[src/mtsc_regs.vh]
// register offsets, field layouts and limits of the tx statistics block
// assumes word-indexed wishbone addressing: byte address = 4 * index
// Operation
// - upper byte-count register shows bits 47..32 in bits 15..0, rest zero.
// - reading the lower byte-count word latches counter bits 47..32 into upper register.
// - software reads lower then upper; byte counter clears after both are read.
// - byte counter adds every byte from address through check sequence, wraps at maximum.
// - frames-sent counter increments once per successfully transmitted frame.
// - frame counters saturate at their maximum and hold it until read.
// - reading a frame counter returns its value then clears it; reset clears all.
// - broadcast counter counts good frames whose destination address is all ones.
// - group-address counter counts good frames whose first destination bit is one.
// - minimum bin counts good frames exactly 64 bytes long.
// - bin one counts good frames of 65 through 127 bytes.
// - bin two counts good frames of 128 through 255 bytes.
// - bin three counts good frames of 256 through 511 bytes.
// - bin four counts good frames of 512 through 1023 bytes.
`ifndef MTSC_REGS_VH
`define MTSC_REGS_VH

// **************************************************************
// register indices (byte address is four times the index)
// **************************************************************
`define MTSC_IDX_BYTE_LOWER   8'h30
`define MTSC_IDX_BYTE_UPPER   8'h31
`define MTSC_IDX_FRAMES_GOOD  8'h32
`define MTSC_IDX_BCAST_GOOD   8'h33
`define MTSC_IDX_GROUP_GOOD   8'h34
`define MTSC_IDX_LEN_MIN      8'h35
`define MTSC_IDX_LEN_BIN1     8'h36
`define MTSC_IDX_LEN_BIN2     8'h37
`define MTSC_IDX_LEN_BIN3     8'h38
`define MTSC_IDX_LEN_BIN4     8'h39

// **************************************************************
// fields, limits and reset values
// **************************************************************
`define MTSC_BYTE_CNT_W       48
`define MTSC_UPPER_HI         47
`define MTSC_UPPER_LO         32
`define MTSC_FRAME_CNT_MAX    32'h0fffffff
`define MTSC_RESET_VAL        32'h00000000
`define MTSC_LEN_W            16
`define MTSC_LEN_MIN          16'h0040
`define MTSC_LEN_BIN1_LO      16'h0041
`define MTSC_LEN_BIN1_HI      16'h007f
`define MTSC_LEN_BIN2_LO      16'h0080
`define MTSC_LEN_BIN2_HI      16'h00ff
`define MTSC_LEN_BIN3_LO      16'h0100
`define MTSC_LEN_BIN3_HI      16'h01ff
`define MTSC_LEN_BIN4_LO      16'h0200
`define MTSC_LEN_BIN4_HI      16'h03ff
`define MTSC_NUM_FRAME_CNT    8

`endif

[src/mtsc_sat_counter.v]
// one saturating clear-on-read frame counter
// assumes events and read strobes are synchronous single-cycle pulses
`include "mtsc_regs.vh"
`timescale 1ns/100ps
module mtsc_sat_counter #(
   parameter [31:0] MAX_VAL = `MTSC_FRAME_CNT_MAX
) (
   input  wire        clk_i,
   input  wire        rst_i,
   input  wire        ce_i,
   input  wire        inc_i,
   input  wire        clr_i,
   output wire [31:0] cnt_o
);
   reg [31:0] cnt_q;
   reg [31:0] cnt_d;

   always @* begin
      cnt_d = cnt_q;
      if (clr_i) begin
         cnt_d = inc_i ? 32'h00000001 : `MTSC_RESET_VAL;
      end else if (inc_i && (cnt_q < MAX_VAL)) begin
         cnt_d = cnt_q + 32'h00000001;
      end
   end

   always @(posedge clk_i) begin
      if (rst_i) begin
         cnt_q <= `MTSC_RESET_VAL;
      end else if (ce_i) begin
         cnt_q <= cnt_d;
      end
   end

   assign cnt_o = cnt_q;
endmodule // mtsc_sat_counter

[src/mtsc_tx_stats.v]
// transmit statistics counters with a classic wishbone slave
// assumes frame report pulses from the mac transmit path in the clk_i domain
//
// Design decision made here: register access over Wishbone.
`include "mtsc_regs.vh"
`timescale 1ns/100ps
module mtsc_tx_stats #(
   parameter        ADR_W   = 10,
   parameter [31:0] CNT_MAX = `MTSC_FRAME_CNT_MAX
) (
   input  wire                   clk_i,
   input  wire                   rst_i,
   input  wire                   ce_i,
   // wishbone classic slave
   input  wire                   cyc_i,
   input  wire                   stb_i,
   input  wire                   we_i,
   input  wire [ADR_W-1:0]       adr_i,
   input  wire [3:0]             sel_i,
   input  wire [31:0]            dat_i,
   output reg  [31:0]            dat_o,
   output reg                    ack_o,
   // mac transmit path
   input  wire                   tx_byte_vld_i,
   input  wire                   tx_done_i,
   input  wire                   tx_ok_i,
   input  wire [47:0]            tx_dst_addr_i,
   input  wire [`MTSC_LEN_W-1:0] tx_len_i
);

   // ***********************************************************
   // helpers
   // ***********************************************************
   function in_range;
      input [`MTSC_LEN_W-1:0] len;
      input [`MTSC_LEN_W-1:0] lo;
      input [`MTSC_LEN_W-1:0] hi;
      begin
         in_range = (len >= lo) && (len <= hi);
      end
   endfunction

   // ***********************************************************
   // bus decode
   // ***********************************************************
   wire [7:0] idx    = adr_i[9:2];
   wire       req    = cyc_i && stb_i && !ack_o;
   wire       rd_req = req && !we_i;

   wire rd_lower = rd_req && (idx == `MTSC_IDX_BYTE_LOWER);
   wire rd_upper = rd_req && (idx == `MTSC_IDX_BYTE_UPPER);

   // ***********************************************************
   // frame classification
   // ***********************************************************
   wire good = tx_done_i && tx_ok_i;
   wire [`MTSC_NUM_FRAME_CNT-1:0] inc;
   assign inc[0] = good;
   assign inc[1] = good && (&tx_dst_addr_i);
   assign inc[2] = good && tx_dst_addr_i[40];
   assign inc[3] = good && (tx_len_i == `MTSC_LEN_MIN);
   assign inc[4] = good && in_range(tx_len_i, `MTSC_LEN_BIN1_LO,
                                    `MTSC_LEN_BIN1_HI);
   assign inc[5] = good && in_range(tx_len_i, `MTSC_LEN_BIN2_LO,
                                    `MTSC_LEN_BIN2_HI);
   assign inc[6] = good && in_range(tx_len_i, `MTSC_LEN_BIN3_LO,
                                    `MTSC_LEN_BIN3_HI);
   assign inc[7] = good && in_range(tx_len_i, `MTSC_LEN_BIN4_LO,
                                    `MTSC_LEN_BIN4_HI);

   // ***********************************************************
   // frame counters
   // ***********************************************************
   wire [31:0] cnt [0:`MTSC_NUM_FRAME_CNT-1];
   genvar g;
   generate
      for (g = 0; g < `MTSC_NUM_FRAME_CNT; g = g + 1) begin : g_cnt
         mtsc_sat_counter #(
            .MAX_VAL (CNT_MAX)
         ) u_cnt (
            .clk_i (clk_i),
            .rst_i (rst_i),
            .ce_i  (ce_i),
            .inc_i (inc[g]),
            .clr_i (rd_req && (idx == `MTSC_IDX_FRAMES_GOOD + g)),
            .cnt_o (cnt[g])
         );
      end
   endgenerate

   // ***********************************************************
   // 48-bit byte counter with snapshot
   // ***********************************************************
   reg [47:0] byte_cnt_q;
   reg [47:0] byte_cnt_d;
   reg [15:0] upper_q;
   reg        lower_rd_q;
   reg        upper_rd_q;

   wire both_read = (lower_rd_q || rd_lower) && (upper_rd_q || rd_upper);

   always @* begin
      byte_cnt_d = byte_cnt_q + {47'd0, tx_byte_vld_i};
      if (both_read) begin
         byte_cnt_d = {47'd0, tx_byte_vld_i};
      end
   end

   always @(posedge clk_i) begin
      if (rst_i) begin
         byte_cnt_q <= 48'h000000000000;
         upper_q    <= 16'h0000;
         lower_rd_q <= 1'b0;
         upper_rd_q <= 1'b0;
      end else if (ce_i) begin
         byte_cnt_q <= byte_cnt_d;
         if (rd_lower) begin
            upper_q <= byte_cnt_q[`MTSC_UPPER_HI:`MTSC_UPPER_LO];
         end
         if (both_read) begin
            lower_rd_q <= 1'b0;
            upper_rd_q <= 1'b0;
         end else begin
            lower_rd_q <= lower_rd_q || rd_lower;
            upper_rd_q <= upper_rd_q || (rd_upper && lower_rd_q);
         end
      end
   end

   // ***********************************************************
   // read mux and ack
   // ***********************************************************
   reg [31:0] rdata;
   always @* begin
      rdata = 32'h00000000;
      case (idx)
         `MTSC_IDX_BYTE_LOWER:  rdata = byte_cnt_q[31:0];
         `MTSC_IDX_BYTE_UPPER:  rdata = {16'h0000, upper_q};
         `MTSC_IDX_FRAMES_GOOD: rdata = cnt[0];
         `MTSC_IDX_BCAST_GOOD:  rdata = cnt[1];
         `MTSC_IDX_GROUP_GOOD:  rdata = cnt[2];
         `MTSC_IDX_LEN_MIN:     rdata = cnt[3];
         `MTSC_IDX_LEN_BIN1:    rdata = cnt[4];
         `MTSC_IDX_LEN_BIN2:    rdata = cnt[5];
         `MTSC_IDX_LEN_BIN3:    rdata = cnt[6];
         `MTSC_IDX_LEN_BIN4:    rdata = cnt[7];
         default:               rdata = 32'h00000000;
      endcase
   end

   always @(posedge clk_i) begin
      if (rst_i) begin
         ack_o <= 1'b0;
         dat_o <= 32'h00000000;
      end else if (ce_i) begin
         ack_o <= req;
         if (rd_req) begin
            dat_o <= rdata;
         end
      end
   end
endmodule // mtsc_tx_stats

[config.mk]
export PLATFORM = sky130hd
export DESIGN_NAME = mtsc_tx_stats
export DESIGN_NICKNAME = d
export VERILOG_FILES = /design/src/mtsc_sat_counter.v /design/src/mtsc_tx_stats.v
export VERILOG_INCLUDE_DIRS = /design/src /design/src/src
export SDC_FILE = /design/constraint.sdc
export NUM_CORES = 1
export LEC_CHECK = 0
export ABC_AREA = 1
export BUFFER_PORTS_ARGS = -buffer_cell sky130_fd_sc_hd__buf_2
export CAP_MARGIN = 20
export CORE_MARGIN = 2
export CORE_UTILIZATION = 55
export DETAILED_ROUTE_END_ITERATION = 8
export PLACE_DENSITY = 0.73
export SYNTH_ARGS = -nofsm -noshare
export SYNTH_HDL_FRONTEND = slang
export SYNTH_HIERARCHICAL = 1
export SYNTH_SLANG_ARGS = --single-unit
[constraint.sdc]
create_clock -name clk_i -period 3.6 [get_ports clk_i]
set_input_delay 0.36 -clock clk_i [delete_from_list [all_inputs] [get_ports clk_i]]
set_output_delay 0.36 -clock clk_i [all_outputs]
set_load 0.005 [all_outputs]
* Yosys cells after proc, flatten, opt, wreduce, memory -nomap -nowiden *
Index checks and enable logic that the tools add are counted.

word-level totals
  bits in registers = 355
  bits in latches = 0
  memory bits (writable) = 0
  bits in read-only memories = 0
  input bits = 119
  logic and storage cells = 137
  memories = 0

operators by class
  add/sub/neg operators = 9
  multiply operators = 0
  divide/modulo/power cells = 0
  order comparisons = 16
  equal/unequal tests = 11
  shift operators = 0
  multiplexer cells = 28
  bitwise gates (word level) = 0
  reduce and logical (&&, ||, !) cells = 59

operators with widths
  kind                   count
  $mux 32                16
  $pmux 32 s10           1
  $add 32x1->32 const B  8
  $lt 32x28->1 const B   8
  $eq 8x6->1 const B     10
  $add 48x1->48          1
  $mux 48                1
  $reduce_and 48->1      1
  $logic_and 1x1->1      35
  $reduce_and 2->1       10
  $eq 16x7->1 const B    1
  $ge 16x10->1 const B   1
  $ge 16x7->1 const B    1
  $ge 16x8->1 const B    1
  $ge 16x9->1 const B    1
  $le 16x10->1 const B   1
  $le 16x7->1 const B    1
  $le 16x8->1 const B    1
  $le 16x9->1 const B    1
  $reduce_bool 2->1      8
  $mux 1                 10
  $logic_or 1x1->1       3
  $logic_not 1->1        2

* Logic depth before layout (Yosys ltp) *
Gate-level depths: netlist of run 1.

  depth after elaboration = 7
  gate-level depth with buffers = 14

* Hierarchy *
The synthesis of run 1 kept the hierarchy.

by module, submodules not included
  module            instances  cells each  area an instance (sq um)  seq. area each (sq um)
  mtsc_sat_counter  8          389         2199.6                    640.6
  mtsc_tx_stats     1          1366        7772.5                    1981.9

* Least setup slack after synthesis of run 1 *
Ideal clock, no wire load.

  kind = input to register
  start = input port adr_i[8]
  end = register g_cnt[2].u_cnt.cnt_q[10]
  arrival = 2.000 ns
  required time = 3.464 ns
  path slack = 1.464 ns
  cell stages on the path = 12
  buffers on the path = 4
  cells stage by stage = inv_1 > nand2_1 > nor2_8 > buf_4 > buf_2 > nand2_1 > nor2_1 > clkbuf_1 > clkbuf_1 > nor2_1 > nand3_1 > a21oi_2

on the way
  longest elaborated chain between the ends = 4

RTL lines
  item                                RTL line               RTL
  start: declaration                  mtsc_tx_stats.v:18     input wire [ADR_W-1:0] adr_i,
  $eq 8x6->1 *                        mtsc_tx_stats.v:85     .clr_i (rd_req && (idx == `MTSC_IDX_FRAMES_GOOD + g)),
  $logic_and 1x1->1 *                 mtsc_tx_stats.v:85
  $reduce_bool 2->1 (no source line)  -
  $reduce_and 2->1 (no source line)   -
  end signal: assignment              mtsc_sat_counter.v:29  cnt_q <= `MTSC_RESET_VAL;
  end signal: assignment              mtsc_sat_counter.v:31  cnt_q <= cnt_d;
  end: declaration                    mtsc_sat_counter.v:15  reg [31:0] cnt_q;

Every way passes the cells marked *; elsewhere a longest branch is shown, timed or not.
A chain may end at the register's enable or synchronous reset.

* Final worst setup path of run 1 *
  start = register g_cnt[7].u_cnt.cnt_q[0]
  end = register g_cnt[7].u_cnt.cnt_q[1]

on the way
  longest elaborated chain between the ends = 4

RTL lines
  item                                RTL line               RTL
  start: declaration                  mtsc_sat_counter.v:15
  start signal: assignment            mtsc_sat_counter.v:29
  start signal: assignment            mtsc_sat_counter.v:31
  $lt 32x28->1                        mtsc_sat_counter.v:22  end else if (inc_i && (cnt_q < MAX_VAL)) begin
  $logic_and 1x1->1                   mtsc_sat_counter.v:22
  $reduce_bool 2->1 (no source line)  -
  $reduce_and 2->1 (no source line)   -

Several ways; a longest one is shown, not always the timed one. The select of a mux whose other input is x is not followed.

==> results of run 1 <==
[worst min-delay path, stage by stage]
cell	delay, ps
buf_2	90
nand2_1	40
nor2_1	50
nand2_1	50
a21oi_1	50
[kinds of logic (layout without fill, tap and decap cells)]
family / Yosys count / in the layout / synth area share, %
flip-flops: 355 / 355 / 28.0
XOR/XNOR: 26 / 26 / 0.898
AND/OR/NAND/NOR: 3174 / 3174 / 53.7
buffers and inverters: 668 / 716 / 11.3
adder cells (fa/ha/maj): 10 / 10 / 0.493
AO/OA/AOI/OAI: 245 / 245 / 5.62
[cells in the mapped netlist (40+ instances only)]
cell type / n
nor2_1: 908
nand3_1: 719
nand2_1: 1266
dfxtp_1: 355
nand2_2: 63
inv_1: 467
a21oi_2: 40
a21oi_1: 161
nor3_1: 67
clkbuf_1: 70
nand4_1: 61
buf_2: 54
[sequential cells by signal (all words and copies together) (netlist names)]
name and count:
upper_rd_q 1, ack_o 1, upper_q 16, g_cnt.u_cnt/cnt_o 256, byte_cnt_q 48, lower_rd_q 1, dat_o 32
[worst paths after layout]
path	end	cells past startpoint	slack (ps)
worst max-delay path	g_cnt[7].u_cnt/cnt_o[1]	12	970
worst min-delay path	ack_o	5	120
worst max register to register	g_cnt[7].u_cnt/cnt_o[1]	12	970
worst min register to register	dat_o[3]	2	460
[layout by cell type (no fill, tap or decap), types with 8 or more instances in the layout]
master | synthesis | final
nor3b_1 | 8 | 8
clkbuf_16 | 0 | 44
buf_4 | 5 | 39
nor2_2 | 31 | 36
inv_1 | 467 | 467
nor3_1 | 67 | 67
or2_2 | 8 | 8
xor2_1 | 16 | 16
inv_2 | 9 | 9
nand3_1 | 719 | 719
o21ai_0 | 29 | 29
ha_1 | 10 | 10
buf_2 | 54 | 111
nand2_2 | 63 | 63
a21oi_2 | 40 | 40
nand2_1 | 1266 | 1266
a21oi_1 | 161 | 161
nand4_1 | 61 | 61
xnor2_1 | 10 | 10
nand2_4 | 18 | 18
dfxtp_1 | 355 | 355
nor2_1 | 908 | 903
a211oi_1 | 8 | 8
clkinv_1 | 8 | 8
[power by group through the flow]
stage | clock network [mW] | logic [mW] | registers (mW)
final | 4.47 | 0.387 | 3.96
after global routing | 4.66 | 0.421 | 3.96
after CTS | 4.52 | 0.380 | 3.96
after detailed placement | 0 | 0.379 | 4.04
after global placement | 0 | 0.374 | 4.04
after floorplan | 0 | 0.252 | 4.04
[per-layer routing]
layer	vias to the layer above	share of wire [%]	routed length [um]
li1	14200	-	-
met1	12700	45	38300
met2	1208	42	35400
met3	159	8.7	7370
met4	0	4.0	3390
met5	-	0	0
[final cells by class]
cell class	instances	area, um^2	share of cell area, %
Clock buffer	58	1220	4.45
Clock inverter	18	199	0.724
Inverter	484	1820	6.61
Multi-Input combinational cell	3455	15400	56.1
Sequential cell	355	7110	25.9
Tap cell	600	751	2.73
Timing Repair Buffer	156	955	3.48
==> impl_metrics.ini, run 1 <==
[global_route]
grt_max_degree = 96
grt_use_met2_pct = 51.9
use_met1_pct = 50.8
antenna_found_initial = 0
first_global_vias = 24400
grt_usage_pct = 34.8
use_met3_pct = 4.86
grt_pass1_wl_um = 132000
grt_busiest_layer = met2
grt_overflow = 0

[drt]
vias = 28200
via_per_inst = 5.51
drt_iter0_drc = 3208
dr.pass1.iters = 6
wl_per_cell_um = 16.5
drt_wl_total_um = 84400
ant_nets = 0
drcViolationCount = 0

[place]
place_inst = 5050
place_area_mm2 = 0.0260
io_buffers = 113
detailedPlace.worstSlack_ps = 611
gp_congestion = 1.03
dp_hpwl_um = 62600

[worst_setup_path]
end_kind = register
start_kind = register
crit_buf_inv = 1
crit_type = register to register
critPathTopFamily = simple AND/OR/NAND/NOR gates
path_cells = ha_1 > nand3_1 > nor2_2 > nand2_1 > nor2_2 > nand2_1 > nand2_2 > nand2_4 > nand2_4 > inv_1 > nor2_1 > nor2_1
cpPeakStageDelay_ps = 420
arrival_ps = 3090
crit_path_max_fanout = 32
cp.required_ps = 4070
startpoint = g_cnt[7].u_cnt/cnt_o[0]
reg2reg_from = g_cnt[7].u_cnt/cnt_o[0]
slowest_stage = dfxtp_1

[min_path]
hold_class = input pin to register
min_from = stb_i

[sta]
finalCritPeriodShare_pct = 72.9
drv_slew = 0
finalHoldViolations = 0
rsz0062_at_grt = no
relSlewSlack_pct = 50.1
skew_ps = 30.2
layout_min_cycle_time_ps = 2630
setup_viol = 0
max_freq_ghz = 0.381
finalSetupTns_ps = 0
holdWs_ps = 115
worst_pin_slew_ps = 748
setup_slack_ps = 974

[die]
die_h_um = 219
die_w_um = 219
core_mm2 = 0.0455
num_io_pins = 152
start_util_pct = 55.8
num_rows = 78
dieArea_mm2 = 0.0479

[status]
status = finished clean

[pwr]
switching_share_pct = 24.6
ir_worst_vdd_mv = 0.380
comb_power_share_pct = 4.4
p_clk_share_pct = 50.7
seq_power_share_pct = 44.9
power.total_mw = 8.82
p_per_area_mw_per_mm2 = 321
p_sw_mw = 2.17
leakagePower_nw = 11.1
internal_power_mw = 6.65

[clock_tree]
root_buffer = clkbuf_16
cts_hold_buf = 0
cts.clk_slew.worst_paths_ps = 60
cts_sinks = 355
insertion_delay_ps = 600
cts-buffers-inserted = 43
cts_max_path_buffers = 3
htree_levels = 2
post-cts-setup-buffer-count = 0
cts_tree = built
ctsResizeCount = 0

[finish]
nNetsFinal = 4624
fillCellCount = 4782
final_cells = 5126
area_growth_pct = 8.28
fin_util_pct = 60.4
final_layout_size_suffix_gt1_share_pct = 9.21
n_antenna_cell = 0
final_area_mm2 = 0.0275

[run]
drv_cap = 0

[synth]
yosysTopAreaCell = dfxtp_1
synth_warnings = 6
yosys.area.top_type_share_pct = 28.0
synthArstFlopShare_pct = 0
synth_area_leaders = dfxtp_1, nand2_1, nand3_1
yosysSeqAreaShare_pct = 28.0
synth-seq-cells = 355
synth_edf_count = 0
syn_area_per_cell_um2 = 5.67
ys.flop_type = dfxtp_1
synth_cell_types = 40
netlist_instances = 4478
netlist_area_mm2 = 0.0254
syn-num-nets = 4607
No activity file was read; power rests on OpenSTA's default activity.
==> run 2: changes to the inputs <==
- PLACE_DENSITY: 0.73 -> 0.76
- clock period: 3.6 -> 2.2 ns (I/O delays scaled with it)
==> run 2 against run 1 <==
Net effect:
- sequential power is 63% higher
- die area unchanged
- clock-buffer cell count rose by 4
- global-route usage grew 1.3 points
- first-iteration DRC count rose by 4.2%
- sequential share of layout area down 1.4 points
- clock power grew 83%
- wire length up 4.1%
- register-to-register slack lost 810 ps
- critical path type unchanged
==> impl_metrics.ini, run 2 (same netlist as run 1, synthesis figures left out) <==
[status]
status = finished clean

[global_route]
grt_overflow = 0
grt_max_degree = 89
use_met1_pct = 52.7
grt_use_met2_pct = 53.4
grt_usage_pct = 36.1
grt_busiest_layer = met2
grt_pass1_wl_um = 136000
first_global_vias = 25000
use_met3_pct = 5.21
antenna_found_initial = 1

[die]
start_util_pct = 55.8
core_mm2 = 0.0455
die_h_um = 219
num_io_pins = 152
die_w_um = 219
dieArea_mm2 = 0.0479
num_rows = 78

[sta]
worst_pin_slew_ps = 580
layout_min_cycle_time_ps = 2040
holdWs_ps = 30.7
relSlewSlack_pct = 61.1
drv_slew = 0
setup_viol = 0
max_freq_ghz = 0.490
skew_ps = 23.5
finalHoldViolations = 0
finalCritPeriodShare_pct = 92.7

[finish]
fin_util_pct = 63.8
layout_commonest_cell = nand2_1
final_area_mm2 = 0.0290
final_layout_size_suffix_gt1_share_pct = 12.0
nNetsFinal = 4761
layout_common_cells = nand2_1, nor2_1, nand3_1, inv_1, dfxtp_1
fillCellCount = 4544
area_growth_pct = 14.3
largest_reg_flops = 256
n_antenna_cell = 0

[worst_setup_path]
crit_type = register to register
reg2reg_depth = 12
cp.required_ps = 2720
start_kind = register
arrival_ps = 2560
reg2reg_from = g_cnt[2].u_cnt/cnt_o[0]
crit_path_max_fanout = 12
timing.rr.end = g_cnt[2].u_cnt/cnt_o[5]
end_kind = register
rrSetupSlack_ps = 160

[pwr]
comb_power_share_pct = 4.6
switching_share_pct = 23.6
internal_power_mw = 11.7
leakagePower_nw = 12.0
power.total_mw = 15.4
p_clk_share_pct = 53.3
ir_worst_vdd_mv = 0.668
p_sw_mw = 3.63
p_per_area_mw_per_mm2 = 529
seq_power_share_pct = 42.2

[min_path]
holdPathEnd = dat_o[26]
min_from = rst_i
hold_class = input pin to register
hold_depth = 2

[drt]
drt_iter0_drc = 3344
drcViolationCount = 0
dr.pass1.iters = 7
via_per_inst = 5.47
vias = 28800
wl_per_cell_um = 16.7
ant_nets = 0
drt_wl_total_um = 87900

[clock_tree]
cts.clk_slew.worst_paths_ps = 60
cts-buffers-inserted = 44
post-cts-setup-buffer-count = 0
cts_sinks = 355
root_buffer = clkbuf_16
cts_tree = built
insertion_delay_ps = 600
cts_max_path_buffers = 3
htree_levels = 2

[place]
dp_hpwl_um = 66700
gp_congestion = 1.03
place_area_mm2 = 0.0273
io_buffers = 113

[run]
drv_cap = 0
[run 2: power groups by stage]
| stage | clock network [mW] | registers [mW] | logic, mW |
|---|---|---|---|
| final | 8.18 | 6.47 | 0.700 |
| after global routing | 8.52 | 6.47 | 0.756 |
| after CTS | 8.26 | 6.47 | 0.683 |
| after detailed placement | 0 | 6.62 | 0.676 |
| after global placement | 0 | 6.62 | 0.668 |
| after floorplan | 0 | 6.61 | 0.412 |
[run 2: repair_timing]
item                                    in CTS  in global routing
hold endpoints to repair                     2                  0
gates resized for setup                      0                  5
hold buffers                                 3                  0
endpoints found under the setup margin       0                 18
[run 2: routing by layer]
metal / up-vias / share of wire (%)
li1: 14400 / -
met1: 12900 / 45
met2: 1309 / 42
met3: 167 / 10
met4: 2 / 3.9
met5: - / 0.010
[run 2: critical path, stage by stage, from the launching register on]
cell     delay, ps
dfxtp_1        410
ha_2           250
nand3_1        100
nor2_2         140
nand2_1         80
nor2_2         140
nand2_1        110
nand2_2         90
nand2_4         60
nand2_4        130
buf_4          240
nand2_1         70
a21oi_1        140
[run 2: stage by stage]
step	setup TNS, ps	setup WS (ps)	instances
4_1_cts	0	149	5268
3_5_place_dp	-140	-23.1	5183
2_1_floorplan	0	204	4478
3_3_place_gp	0	40.2	5183
5_1_grt	-58.7	-16.7	5268
6_report	0	160	5268
[run 2: area by class of cell]
cell class,count,area [um^2],area share (%)
Sequential cell,355,7110,24.5
Multi-Input combinational cell,3455,15400,53.2
Inverter,484,1820,6.28
Clock buffer,62,1300,4.48
Tap cell,600,751,2.59
Timing Repair Buffer,292,2270,7.83
Clock inverter,20,323,1.11
[run 2: how the worst max path moves through the flow]
stage / start / to / slack, ps / cells after the start
after detailed placement: tx_len_i[12] / g_cnt[6].u_cnt/cnt_o[23] / -20 / 16
after global placement: tx_len_i[14] / g_cnt[6].u_cnt/cnt_o[25] / 40 / 16
final: g_cnt[2].u_cnt/cnt_o[0] / g_cnt[2].u_cnt/cnt_o[5] / 160 / 12
after floorplan: adr_i[8] / g_cnt[4].u_cnt/cnt_o[10] / 200 / 12
after global routing: g_cnt[2].u_cnt/cnt_o[0] / g_cnt[2].u_cnt/cnt_o[6] / -20 / 12
after CTS: g_cnt[0].u_cnt/cnt_o[0] / g_cnt[0].u_cnt/cnt_o[27] / 150 / 12
